<file path="config.mk">
export PLATFORM = sky130hd
export DESIGN_NAME = pwm_topbottom_correction
export DESIGN_NICKNAME = d
export VERILOG_FILES = /design/src/hw/pwm_corr_pkg.sv /design/src/hw/pwm_topbottom_correction.sv
export SDC_FILE = /design/constraint.sdc
export NUM_CORES = 1
export LEC_CHECK = 0
export ABC_AREA = 1
export BUFFER_PORTS_ARGS = -buffer_cell sky130_fd_sc_hd__buf_4
export CAP_MARGIN = 10
export CORE_ASPECT_RATIO = 0.9
export CORE_MARGIN = 4
export CORE_UTILIZATION = 45
export CTS_CLUSTER_DIAMETER = 60
export DETAILED_ROUTE_END_ITERATION = 6
export PLACE_DENSITY = 0.65
export SYNTH_ARGS = -nofsm -noshare
export SYNTH_HDL_FRONTEND = slang
export SYNTH_SLANG_ARGS = --single-unit
</file>
<file path="constraint.sdc">
create_clock -name pclk -period 5.1 [get_ports pclk]
set_input_delay 0.51 -clock pclk [delete_from_list [all_inputs] [get_ports pclk]]
set_output_delay 0.51 -clock pclk [all_outputs]
set_load 0.1 [all_outputs]
</file>
<file path="src/hw/pwm_corr_pkg.sv">
package pwm_corr_pkg;
    // byte offsets on the register bus
    localparam logic [7:0]  CTRL_OFS      = 8'h00;
    localparam logic [7:0]  MODULUS_OFS   = 8'h04;
    localparam logic [7:0]  DEADTIME_OFS  = 8'h08;
    localparam logic [7:0]  CONFIG_OFS    = 8'h0C;
    localparam logic [7:0]  STATUS_OFS    = 8'h10;
    localparam logic [7:0]  VALUE0_OFS    = 8'h20;
    localparam logic [7:0]  VALUE_STEP    = 8'h04;

    // control register fields
    localparam int CTRL_EN_BIT     = 0;
    localparam int CTRL_SEP_BIT    = 1;
    localparam int CTRL_CENTER_BIT = 2;
    localparam int CTRL_METHOD_LSB = 3;
    localparam int CTRL_MANUAL_LSB = 5;
    localparam int CTRL_LOAD_OK_INTERLOCK_BIT   = 8;

    // config register fields
    localparam int CFG_TOP_BIT     = 0;
    localparam int CFG_BOT_BIT     = 1;

    // status register fields
    localparam int STAT_SAMPLE_LSB = 0;
    localparam int STAT_LATCH_LSB  = 6;
    localparam int STAT_SEL_LSB    = 9;

    // sense method codes
    localparam logic [1:0]  METHOD_DEADTIME = 2'h2;
    localparam logic [1:0]  METHOD_CYCLE    = 2'h3;

    // reset values
    localparam logic [11:0] MODULUS_RST   = 12'h0FF;
    localparam logic [7:0]  DEADTIME_RST  = 8'h00;
    localparam logic [15:0] VALUE_RST     = 16'h0000;
    localparam logic [2:0]  MANUAL_RST    = 3'h0;
    localparam logic [1:0]  METHOD_RST    = 2'h0;

    // value clamping
    localparam logic [11:0] VALUE_MAX     = 12'hFFF;
endpackage

</file>
<file path="src/hw/pwm_topbottom_correction.sv">
`timescale 1ns/100ps
`default_nettype none

module pwm_topbottom_correction (
    // clock and reset
    input  wire logic        pclk,
    input  wire logic        presetn,
    // apb slave
    input  wire logic        psel,
    input  wire logic        penable,
    input  wire logic        pwrite,
    input  wire logic [7:0]  paddr,
    input  wire logic [31:0] pwdata,
    output logic [31:0]      prdata,
    output logic             pready,
    output logic             pslverr,
    // current sense pins, asynchronous, active low naming
    input  wire logic [2:0]  current_sense_in_n,
    // pwm pins
    output logic [5:0]       pwm_out
);

    // registers
    logic        generator_enable_r;
    logic        pair_mode_separate_r;
    logic        center_r;
    logic [1:0]  sense_method_select_r;
    logic [2:0]  manual_half_select_r;
    logic        load_ok_interlock_r;
    logic [11:0] modulus_r;
    logic [7:0]  deadtime_r;
    logic        deadtime_done_r;
    logic        top_invert_r;
    logic        bottom_invert_r;
    logic        config_done_r;
    logic [15:0] pulse_value_reg_r [6];
    logic [11:0] value_used_r [6];
    logic [5:0]  sense_sample_bits_r;
    logic [2:0]  sense_latch_r;
    logic [2:0]  sel_r;
    logic [2:0]  sense_s1_r;
    logic [2:0]  sense_s2_r;
    logic [11:0] cnt_r;
    logic        down_r;
    logic        pready_r;
    logic        pslverr_r;
    logic [31:0] prdata_r;
    logic [5:0]  pwm_out_r;

    // bus decode
    wire        access    = psel & penable;
    wire        take      = access & pready_r;
    wire        wr        = take & pwrite;
    wire [7:0]  val_rel   = paddr - pwm_corr_pkg::VALUE0_OFS;
    wire        val_hit   = (paddr >= pwm_corr_pkg::VALUE0_OFS) && (val_rel[1:0] == 2'h0)
                            && (val_rel[7:2] < 6'h06);
    wire [2:0]  val_idx   = val_rel[4:2];
    wire        hit_ctrl  = paddr == pwm_corr_pkg::CTRL_OFS;
    wire        hit_mod   = paddr == pwm_corr_pkg::MODULUS_OFS;
    wire        hit_dt    = paddr == pwm_corr_pkg::DEADTIME_OFS;
    wire        hit_cfg   = paddr == pwm_corr_pkg::CONFIG_OFS;
    wire        hit_stat  = paddr == pwm_corr_pkg::STATUS_OFS;
    wire        mapped    = hit_ctrl | hit_mod | hit_dt | hit_cfg | hit_stat | val_hit;
    // status is read-only; writes to it are refused
    wire        bad       = !mapped || (pwrite && hit_stat);

    wire [31:0] ctrl_word = {23'h000000, load_ok_interlock_r, manual_half_select_r,
                             sense_method_select_r, center_r, pair_mode_separate_r,
                             generator_enable_r};
    wire [31:0] stat_word = {20'h00000, sel_r, sense_latch_r, sense_sample_bits_r};
    wire [31:0] rdata     = hit_ctrl ? ctrl_word :
                            hit_mod  ? {20'h00000, modulus_r} :
                            hit_dt   ? {24'h000000, deadtime_r} :
                            hit_cfg  ? {30'h00000000, bottom_invert_r, top_invert_r} :
                            hit_stat ? stat_word :
                            val_hit  ? {16'h0000, pulse_value_reg_r[val_idx]} :
                                       32'h00000000;

    // one wait state: the first access cycle loads the answer, which stands in the second
    wire        answer     = access & !pready_r;
    wire [31:0] prdata_nxt = (answer & !pwrite) ? rdata : 32'h00000000;

    always_ff @(posedge pclk or negedge presetn) begin
        if (!presetn) begin
            pready_r  <= 1'b0;
            pslverr_r <= 1'b0;
            prdata_r  <= 32'h00000000;
        end else begin
            pready_r  <= answer;
            pslverr_r <= answer & bad;
            prdata_r  <= prdata_nxt;
        end
    end

    // counter
    // center mode turns at both ends without dwelling: a period is 2*(MOD-1) clocks
    wire [11:0] mod_m1    = modulus_r - 12'h001;
    wire        at_top    = cnt_r >= mod_m1;
    wire        half_pls  = generator_enable_r & center_r & !down_r & at_top;
    wire        end_pls   = generator_enable_r & (center_r ? (down_r & (cnt_r == 12'h000))
                                                          : at_top);
    wire        cycle_end = end_pls;

    always_ff @(posedge pclk or negedge presetn) begin
        if (!presetn) begin
            cnt_r  <= 12'h000;
            down_r <= 1'b0;
        end else if (!generator_enable_r) begin
            cnt_r  <= 12'h000;
            down_r <= 1'b0;
        end else if (!center_r) begin
            cnt_r  <= at_top ? 12'h000 : cnt_r + 12'h001;
            down_r <= 1'b0;
        end else if (!down_r) begin
            down_r <= at_top;
            cnt_r  <= at_top ? cnt_r - {11'h000, (cnt_r != 12'h000)} : cnt_r + 12'h001;
        end else begin
            down_r <= cnt_r != 12'h000;
            cnt_r  <= (cnt_r == 12'h000) ? cnt_r + {11'h000, !at_top} : cnt_r - 12'h001;
        end
    end

    // control, config, dead-time and load-ok
    wire wr_ctrl  = wr & hit_ctrl;
    wire wr_mod   = wr & hit_mod;
    wire load_ok_interlock_set = wr_ctrl & pwdata[pwm_corr_pkg::CTRL_LOAD_OK_INTERLOCK_BIT];
    // load-ok gates the value copies only; the selection moves at every cycle end
    wire load_now = !generator_enable_r | (cycle_end & load_ok_interlock_r);

    always_ff @(posedge pclk or negedge presetn) begin
        if (!presetn) begin
            generator_enable_r    <= 1'b0;
            pair_mode_separate_r  <= 1'b0;
            center_r              <= 1'b0;
            sense_method_select_r <= pwm_corr_pkg::METHOD_RST;
            manual_half_select_r  <= pwm_corr_pkg::MANUAL_RST;
            modulus_r             <= pwm_corr_pkg::MODULUS_RST;
        end else begin
            if (wr_ctrl) begin
                generator_enable_r    <= pwdata[pwm_corr_pkg::CTRL_EN_BIT];
                pair_mode_separate_r  <= pwdata[pwm_corr_pkg::CTRL_SEP_BIT];
                center_r              <= pwdata[pwm_corr_pkg::CTRL_CENTER_BIT];
                // method takes effect at once, no shadow copy
                sense_method_select_r <= pwdata[pwm_corr_pkg::CTRL_METHOD_LSB +: 2];
                // buffered copy; only moved into use at the cycle end
                manual_half_select_r  <= pwdata[pwm_corr_pkg::CTRL_MANUAL_LSB +: 3];
            end
            if (wr_mod) begin
                modulus_r <= pwdata[11:0];
            end
        end
    end

    // software set wins over the hardware clear in the same cycle
    always_ff @(posedge pclk or negedge presetn) begin
        if (!presetn) begin
            load_ok_interlock_r <= 1'b0;
        end else if (load_ok_interlock_set) begin
            load_ok_interlock_r <= 1'b1;
        end else if (cycle_end) begin
            load_ok_interlock_r <= 1'b0;
        end
    end

    // later writes are dropped without an error, so a stray store cannot flip the bridge
    wire dt_first  = wr & hit_dt & !deadtime_done_r;
    wire cfg_first = wr & hit_cfg & !config_done_r;

    // write-once option registers, locked by the first write
    always_ff @(posedge pclk or negedge presetn) begin
        if (!presetn) begin
            deadtime_r      <= pwm_corr_pkg::DEADTIME_RST;
            deadtime_done_r <= 1'b0;
            top_invert_r    <= 1'b0;
            bottom_invert_r <= 1'b0;
            config_done_r   <= 1'b0;
        end else begin
            if (dt_first) begin
                deadtime_r      <= pwdata[7:0];
                deadtime_done_r <= 1'b1;
            end
            if (cfg_first) begin
                top_invert_r    <= pwdata[pwm_corr_pkg::CFG_TOP_BIT];
                bottom_invert_r <= pwdata[pwm_corr_pkg::CFG_BOT_BIT];
                config_done_r   <= 1'b1;
            end
        end
    end

    // sense pin synchroniser
    // the pins are asynchronous to pclk; nothing but the second stage reads the first
    always_ff @(posedge pclk or negedge presetn) begin
        if (!presetn) begin
            sense_s1_r <= 3'h0;
            sense_s2_r <= 3'h0;
        end else begin
            sense_s1_r <= current_sense_in_n;
            sense_s2_r <= sense_s1_r;
        end
    end

    // value registers and their in-use copies, clamped to the counter range
    // negative values keep a pin inactive all period, oversized ones active all period
    logic [5:0] cmp;
    genvar c;
    generate
        for (c = 0; c < 6; c++) begin : g_chan
            wire        wr_val  = wr & val_hit & (val_idx == 3'(c));
            wire [11:0] clamped = pulse_value_reg_r[c][15] ? 12'h000 :
                                  (pulse_value_reg_r[c][14:12] != 3'h0) ?
                                  pwm_corr_pkg::VALUE_MAX : pulse_value_reg_r[c][11:0];
            always_ff @(posedge pclk or negedge presetn) begin
                if (!presetn) begin
                    pulse_value_reg_r[c] <= pwm_corr_pkg::VALUE_RST;
                    value_used_r[c]      <= 12'h000;
                end else begin
                    if (wr_val) begin
                        pulse_value_reg_r[c] <= pwdata[15:0];
                    end
                    if (load_now) begin
                        value_used_r[c] <= clamped;
                    end
                end
            end
            assign cmp[c] = cnt_r < value_used_r[c];
        end
    endgenerate

    // pairs: selection, dead-time, sense sampling, polarity
    logic [7:0] dtc_r  [3];
    logic [2:0] raw_q_r;
    genvar p;
    generate
        for (p = 0; p < 3; p++) begin : g_pair
            // bit 0 picks the odd register (index 2p), 1 the even one
            wire raw       = sel_r[p] ? cmp[2*p+1] : cmp[2*p];
            wire in_dead   = dtc_r[p] != 8'h00;
            wire dead_done = dtc_r[p] == 8'h01;
            // cycle-based sampling point depends on alignment
            wire cyc_pt    = center_r ? half_pls : end_pls;
            wire top_act   = pair_mode_separate_r ? cmp[2*p]   : (raw_q_r[p] & !in_dead);
            wire bot_act   = pair_mode_separate_r ? cmp[2*p+1] : (!raw_q_r[p] & !in_dead);
            wire new_sel   = sense_method_select_r[1] ? sense_latch_r[p]
                                                      : manual_half_select_r[p];
            wire tog       = generator_enable_r & (raw != raw_q_r[p]);
            // the closing dead-time picks the sample slot; a zero dead-time samples nothing
            wire smp_on    = dead_done & !pair_mode_separate_r & raw_q_r[p];
            wire smp_off   = dead_done & !pair_mode_separate_r & !raw_q_r[p];
            wire latch_dt  = (sense_method_select_r == pwm_corr_pkg::METHOD_DEADTIME) & in_dead;
            wire latch_cyc = (sense_method_select_r == pwm_corr_pkg::METHOD_CYCLE) & cyc_pt;
            // pins rest at the polarity level while the generator is off
            wire top_nxt   = (generator_enable_r & top_act) ^ top_invert_r;
            wire bot_nxt   = (generator_enable_r & bot_act) ^ bottom_invert_r;

            always_ff @(posedge pclk or negedge presetn) begin
                if (!presetn) begin
                    raw_q_r[p] <= 1'b0;
                    dtc_r[p]   <= 8'h00;
                end else begin
                    raw_q_r[p] <= raw;
                    // any transition of the top drive starts the dead-time, which forces both sides off in complementary mode only
                    if (tog) begin
                        dtc_r[p] <= deadtime_r;
                    end else if (in_dead) begin
                        dtc_r[p] <= dtc_r[p] - 8'h01;
                    end
                end
            end

            always_ff @(posedge pclk or negedge presetn) begin
                if (!presetn) begin
                    sense_latch_r[p]           <= 1'b0;
                    sense_sample_bits_r[2*p]   <= 1'b0;
                    sense_sample_bits_r[2*p+1] <= 1'b0;
                    sel_r[p]                   <= 1'b0;
                end else if (!generator_enable_r) begin
                    // no sense history before enable, so odd registers lead
                    sense_latch_r[p] <= 1'b0;
                    sel_r[p]         <= 1'b0;
                end else begin
                    // two samples per period, one per dead-time edge
                    if (smp_on) begin
                        sense_sample_bits_r[2*p]   <= sense_s2_r[p];
                    end
                    if (smp_off) begin
                        sense_sample_bits_r[2*p+1] <= sense_s2_r[p];
                    end
                    // dead-time method latches only while the dead-time counter runs, so none at 0%/100%
                    if (latch_dt) begin
                        sense_latch_r[p] <= sense_s2_r[p];
                    end
                    if (latch_cyc) begin
                        sense_latch_r[p] <= sense_s2_r[p];
                    end
                    // selection changes only at the cycle boundary
                    if (cycle_end) begin
                        sel_r[p] <= new_sel;
                    end
                end
            end

            // inactive level follows polarity too
            always_ff @(posedge pclk or negedge presetn) begin
                if (!presetn) begin
                    pwm_out_r[2*p]   <= 1'b0;
                    pwm_out_r[2*p+1] <= 1'b0;
                end else begin
                    pwm_out_r[2*p]   <= top_nxt;
                    pwm_out_r[2*p+1] <= bot_nxt;
                end
            end
        end
    endgenerate

    assign prdata  = prdata_r;
    assign pready  = pready_r;
    assign pslverr = pslverr_r;
    assign pwm_out = pwm_out_r;

endmodule // pwm_topbottom_correction

`default_nettype wire

</file>
## Word-level counts from Yosys, hierarchy flattened

Cells that the tools add are included.

| storage, ports and cells | value |
|---|---|
| flip-flop bits (word level) | 283 |
| bits of input ports | 48 |
| output and inout bits | 40 |
| word-level logic and storage cells | 270 |

| cells by class | value |
|---|---|
| add/subtract/negate cells | 9 |
| magnitude comparators | 10 |
| equality and inequality tests | 21 |
| multiplexer cells | 68 |
| bitwise gates (word level) | 67 |
| reduce and logical (&&, ||, !) cells | 43 |

Operators with widths:

| cell | count |
|---|---|
| $mux 12 | 18 |
| $mux 16 | 9 |
| $lt 12x12->1 | 6 |
| $and 1x1->1 | 54 |
| $bmux 16 s3 | 1 |
| $mux 8 | 6 |
| $mux 1 | 34 |
| $eq 8x1->1 const B | 3 |
| $reduce_bool 8->1 | 3 |
| $sub 12x1->12 const B | 2 |
| $sub 8x1->8 const B | 3 |
| $reduce_bool 3->1 | 6 |
| $eq 8x4->1 const B | 2 |
| $logic_not 1->1 | 15 |
| $add 12x1->12 | 1 |
| $add 12x1->12 const B | 1 |
| $ge 12x12->1 | 1 |
| $logic_not 12->1 | 1 |
| $reduce_and 2->1 | 6 |
| $reduce_bool 12->1 | 1 |
| $sub 12x1->12 | 1 |
| $ne 3x1->1 const B | 3 |
| $eq 8x3->1 const B | 1 |
| $eq 8x5->1 const B | 1 |
| 19 further kinds | 39 |

## Depth between registers and ports, before layout

| depth | value |
|---|---|
| word-level depth | 12 |
| mapped depth | 31 |
| gate-level depth less buffers | 30 |

## Worst setup path before layout

No wires, ideal clock.

| path | value |
|---|---|
| path type | reg-to-reg |
| start | register modulus_r[2] |
| end | register cnt_r[6] |
| setup time | 136 ps |
| arrival time | 3999 ps |
| slack | 965 ps |
| stages on the path, launching flop included | 28 |
| buffers on the path | 1 |
| clock period less this slack | 4135 ps |
| cell sequence | dfstp_2 > nor2_1 > nand2_1 > nor3_1 > inv_1 > nor4_1 > nand3_1 > xnor2_1 > inv_1 > ha_1 > nand2_1 > nor2_1 > nand3b_1 > nand4_1 > clkbuf_1 > nand2_1 > ha_1 > inv_1 > fa_1 > inv_1 > nand2_1 > o21ai_0 > nand3_1 > nand2_1 > xnor2_1 > o21ai_0 > nand2_1 > a21oi_1 |

| on the way | value |
|---|---|
| cells in the longest elaborated chain, start to end | 8 |
| elaborated cells on any way between the ends | 10 |

Ends and longest elaborated chain:

| element | line | text |
|---|---|---|
| start: declaration | pwm_topbottom_correction.sv:30 | `logic [11:0] modulus_r;` |
| start signal: assignment | pwm_topbottom_correction.sv:137 | `modulus_r <= pwm_corr_pkg::MODULUS_RST;` |
| start signal: assignment | pwm_topbottom_correction.sv:149 | `modulus_r <= pwdata[11:0];` |
| $sub 12x1->12 * | pwm_topbottom_correction.sv:97 | `wire [11:0] mod_m1 = modulus_r - 12'h001;` |
| $ge 12x12->1 * | pwm_topbottom_correction.sv:98 | `wire at_top = cnt_r >= mod_m1;` |
| $logic_not 1->1 | pwm_topbottom_correction.sv:119 | `cnt_r <= (cnt_r == 12'h000) ? cnt_r + {11'h000, !at_top} : cnt_r - 12'h001;` |
| $add 12x1->12 | pwm_topbottom_correction.sv:119 |  |
| $mux 12 | pwm_topbottom_correction.sv:119 |  |
| $mux 12 | pwm_topbottom_correction.sv:114 | `end else if (!down_r) begin` |
| $mux 12 * | pwm_topbottom_correction.sv:111 | `end else if (!center_r) begin` |
| $mux 12 * | pwm_topbottom_correction.sv:108 | `end else if (!generator_enable_r) begin` |
| end signal: assignment | pwm_topbottom_correction.sv:112 | `cnt_r <= at_top ? 12'h000 : cnt_r + 12'h001;` |
| end signal: assignment | pwm_topbottom_correction.sv:116 | `cnt_r <= at_top ? cnt_r - {11'h000, (cnt_r != 12'h000)} : cnt_r + 12'h001;` |
| end signal: assignment | pwm_topbottom_correction.sv:119 |  |
| end: declaration | pwm_topbottom_correction.sv:43 | `logic [11:0] cnt_r;` |

Mark *: on every way between the ends. The rest lies on a longest branch, timed or not.
A chain may end at the register's enable or synchronous reset.

## Worst setup path in the final report

| path | value |
|---|---|
| start | register modulus_r[0] |
| end | register cnt_r[6] |

The elaborated chain is that of the path after synthesis.

==> results.json <==
{
  "tritoncts": "yes",
  "dp_hpwl_um": 36000,
  "fin_tns_setup_ps": 0,
  "area_growth_pct": 11.6,
  "cp_max_fo": 5,
  "drt_iter0_drc": 1237,
  "final_cell_mix": "nand2_1 (508), inv_1 (320), o21ai_0 (307)",
  "final_common_cell": "nand2_1",
  "hp-start": "current_sense_in_n[0]",
  "grt_setup_unrepaired": "no",
  "hold_path_end": "sense_s1_r[0]",
  "synth_top_family_by_area": "simple AND/OR/NAND/NOR gates",
  "crit_required_ps": 5480,
  "r2r-end": "cnt_r[6]",
  "place_inst": 2613,
  "synth-async-reset-ratio": 1.00,
  "nets": 2328,
  "synthXorXnorAreaFrac": 0.0202,
  "cts_num_sinks": 283,
  "wl_um": 50300,
  "boundaryPins": 88,
  "drive_above_1_share": 0.0705,
  "outcome": "complete, no violations",
  "antenna_found_initial": 1,
  "grt_pass1_wl_um": 79100,
  "synth_seq_cells": 283,
  "synthDistinctLibCells": 50,
  "synth.area.top_cells": "dfrtp_1 (42%), nand2_1 (12%), o21ai_0 (9.3%)",
  "setup_ws_ps": 483,
  "cap_violations": 0,
  "min_path_cells": 1,
  "worstReg2RegStart": "modulus_r[0]",
  "htree_levels": 2,
  "post_dp_cell_area_um2": 17200,
  "rr_worst_depth": 26,
  "holdWs_ps": 82.1,
  "clk_pin_slew_ps": 60,
  "end_kind": "flop",
  "cts_root_buf": "clkbuf_16",
  "regToRegSetupSlack_ps": 480,
  "synth_area_um2": 16500,
  "irDropWorstVdd_mv": 0.289,
  "grt_max_degree": 112,
  "cts_made_buffers": 35,
  "avgSynthCellArea_um2": 7.70,
  "synth.largest_area_cell": "dfrtp_1",
  "finalNonFillerCells": 2676,
  "synth-adder-area-share": 0.0802,
  "synth-simple-area-share": 0.200,
  "start_kind": "flop",
  "dieArea_um2": 39800,
  "clk_latency_ps": 540,
  "finalClockSkew_ps": 22.5,
  "design_area_um2": 18400,
  "grt_pass1_vias": 13700,
  "power.total_mw": 8.25,
  "num-fill-cells": 3546,
  "die_w_um": 210,
  "period_needed_ps": 4620,
  "fp.dieH_um": 190,
  "grt-ovfl-total": 0,
  "powerDensity_nw_per_um2": 449,
  "viasPerCell": 5.46,
  "path_class": "reg -> reg",
  "dp_slack_ps": 507,
  "place.gp.congestion": 0.978,
  "yosys_warnings": 0,
  "start_util": 0.456,
  "crit_arrival_ps": 4990,
  "drc": 0,
  "max_slew_margin": 0.252,
  "drt.antenna.violating_nets": 0,
  "wl_per_cell_um": 18.8,
  "worst_pin_slew_ps": 1120,
  "leakage_nw": 9.55,
  "via_count": 14600,
  "synthMuxAreaShare": 0,
  "clock_path_buffers": 3,
  "hp-class": "in -> reg",
  "core_area_um2": 36200,
  "max_freq_mhz": 217,
  "hold_viol": 0,
  "final_core_util": 0.508,
  "drtPass1Iterations": 6,
  "setup_viol": 0,
  "netlist.area_leader.share": 0.418,
  "synth_cells": 2140,
  "cts_setup_buffers": 0,
  "synth_compound_area_frac": 0.164,
  "grtUsageTotal": 0.252,
  "rows": 66,
  "diodes": 0,
  "ys_seq_area_frac": 0.430,
  "io_buffer_count": 55,
  "post-route-period-util": 0.905,
  "synth_ff_type": "dfrtp_1",
  "synth_edf_count": 0,
  "maxSlewViolCount": 0
}
## cell usage after synthesis, types with 4 or more instances
cell      instances
nor3_1           19
o21ai_0         307
xnor2_1           6
buf_2             8
nand4_1          34
buf_6             9
dfstp_2           8
buf_4            18
a221o_1           8
nand2_1         508
dfrtp_1         275
o22ai_1          23
o21bai_1          4
a21oi_1          89
xor2_1           32
o211ai_1          6
clkinv_1          5
ha_1            104
o221ai_1          5
or2_2             5
o21ai_1          42
nor2_1           96
inv_1           320
nand3_1         109
clkbuf_1         57
## worst max-delay path: stages, from the launching register on
cell and delay [ps]:
dfstp_2 370, inv_1 160, nand2_1 130, nor3_2 280
inv_1 70, nor4_1 350, nand3_1 160, xnor2_1 170
inv_1 60, ha_1 290, nand2_1 90, nor2_1 70
nand3b_1 200, nand4_1 200, nand2_1 100, ha_1 190
inv_1 80, fa_1 390, inv_1 90, nand2_1 70
o21ai_0 350, nand3_1 130, nand2_1 100, xnor2_1 110
o21ai_0 90, nand2_1 100, a21oi_1 70
## cell type report
class / count / area, um^2 / share of cell area
Inverter: 325 / 1220 / 0.0663
Clock buffer: 49 / 1010 / 0.0548
Tap cell: 476 / 596 / 0.0324
Clock inverter: 13 / 123 / 0.00667
Timing Repair Buffer: 78 / 621 / 0.0338
Multi-Input combinational cell: 1452 / 7730 / 0.420
Sequential cell: 283 / 7090 / 0.386
## power by group
group          internal (mW)  switching [mW]  leakage [nW]
Combinational           1.04            2.11          5.19
Sequential              2.43           0.203          3.79
Clock                   1.44            1.02         0.560
## routing by layer
metal | global-route usage | wire (um) | up-vias
li1 | - | - | 7041
met1 | 0.395 | 24400 | 6946
met2 | 0.357 | 20800 | 531
met3 | 0.0430 | 3840 | 81
met4 | 0.0708 | 1320 | 0
met5 | 0 | 0 | -
## kinds of logic (layout without fill, tap and decap cells)
family	count (synthesis)	count (layout)
fa+ha+maj	105	105
flops	283	283
xor+xnor	38	38
buf+inv	420	465
compound gates	505	505
simple gates	788	788
other cells	1	16
## how the worst max path moves through the flow
stage                    end  cells after the start    startpoint  slack [ps]
finish              cnt_r[6]                     26  modulus_r[0]         480
global route        cnt_r[6]                     26  modulus_r[0]         130
CTS                 cnt_r[6]                     26  modulus_r[0]         470
detailed placement  cnt_r[6]                     26  modulus_r[0]         510
global placement    cnt_r[6]                     26  modulus_r[0]         570
floorplan           cnt_r[6]                     27  modulus_r[2]         970
## state kept, by name, summed over array words and instances (netlist names), 6 cells and up
signal / cells
pwm_out: 6
dtc_r: 24
pulse_value_reg_r: 96
deadtime_r: 8
cnt_r: 12
sense_sample_bits_r: 6
modulus_r: 12
value_used_r: 72
prdata: 16
## timing repair
action                                  4_1_cts  5_1_grt
hold buffers                                  1        0
endpoints found under the setup margin        0        2
gates resized for setup                       0        1
endpoints found under the hold margin        59        0
(Power assumes the default switching activity.)
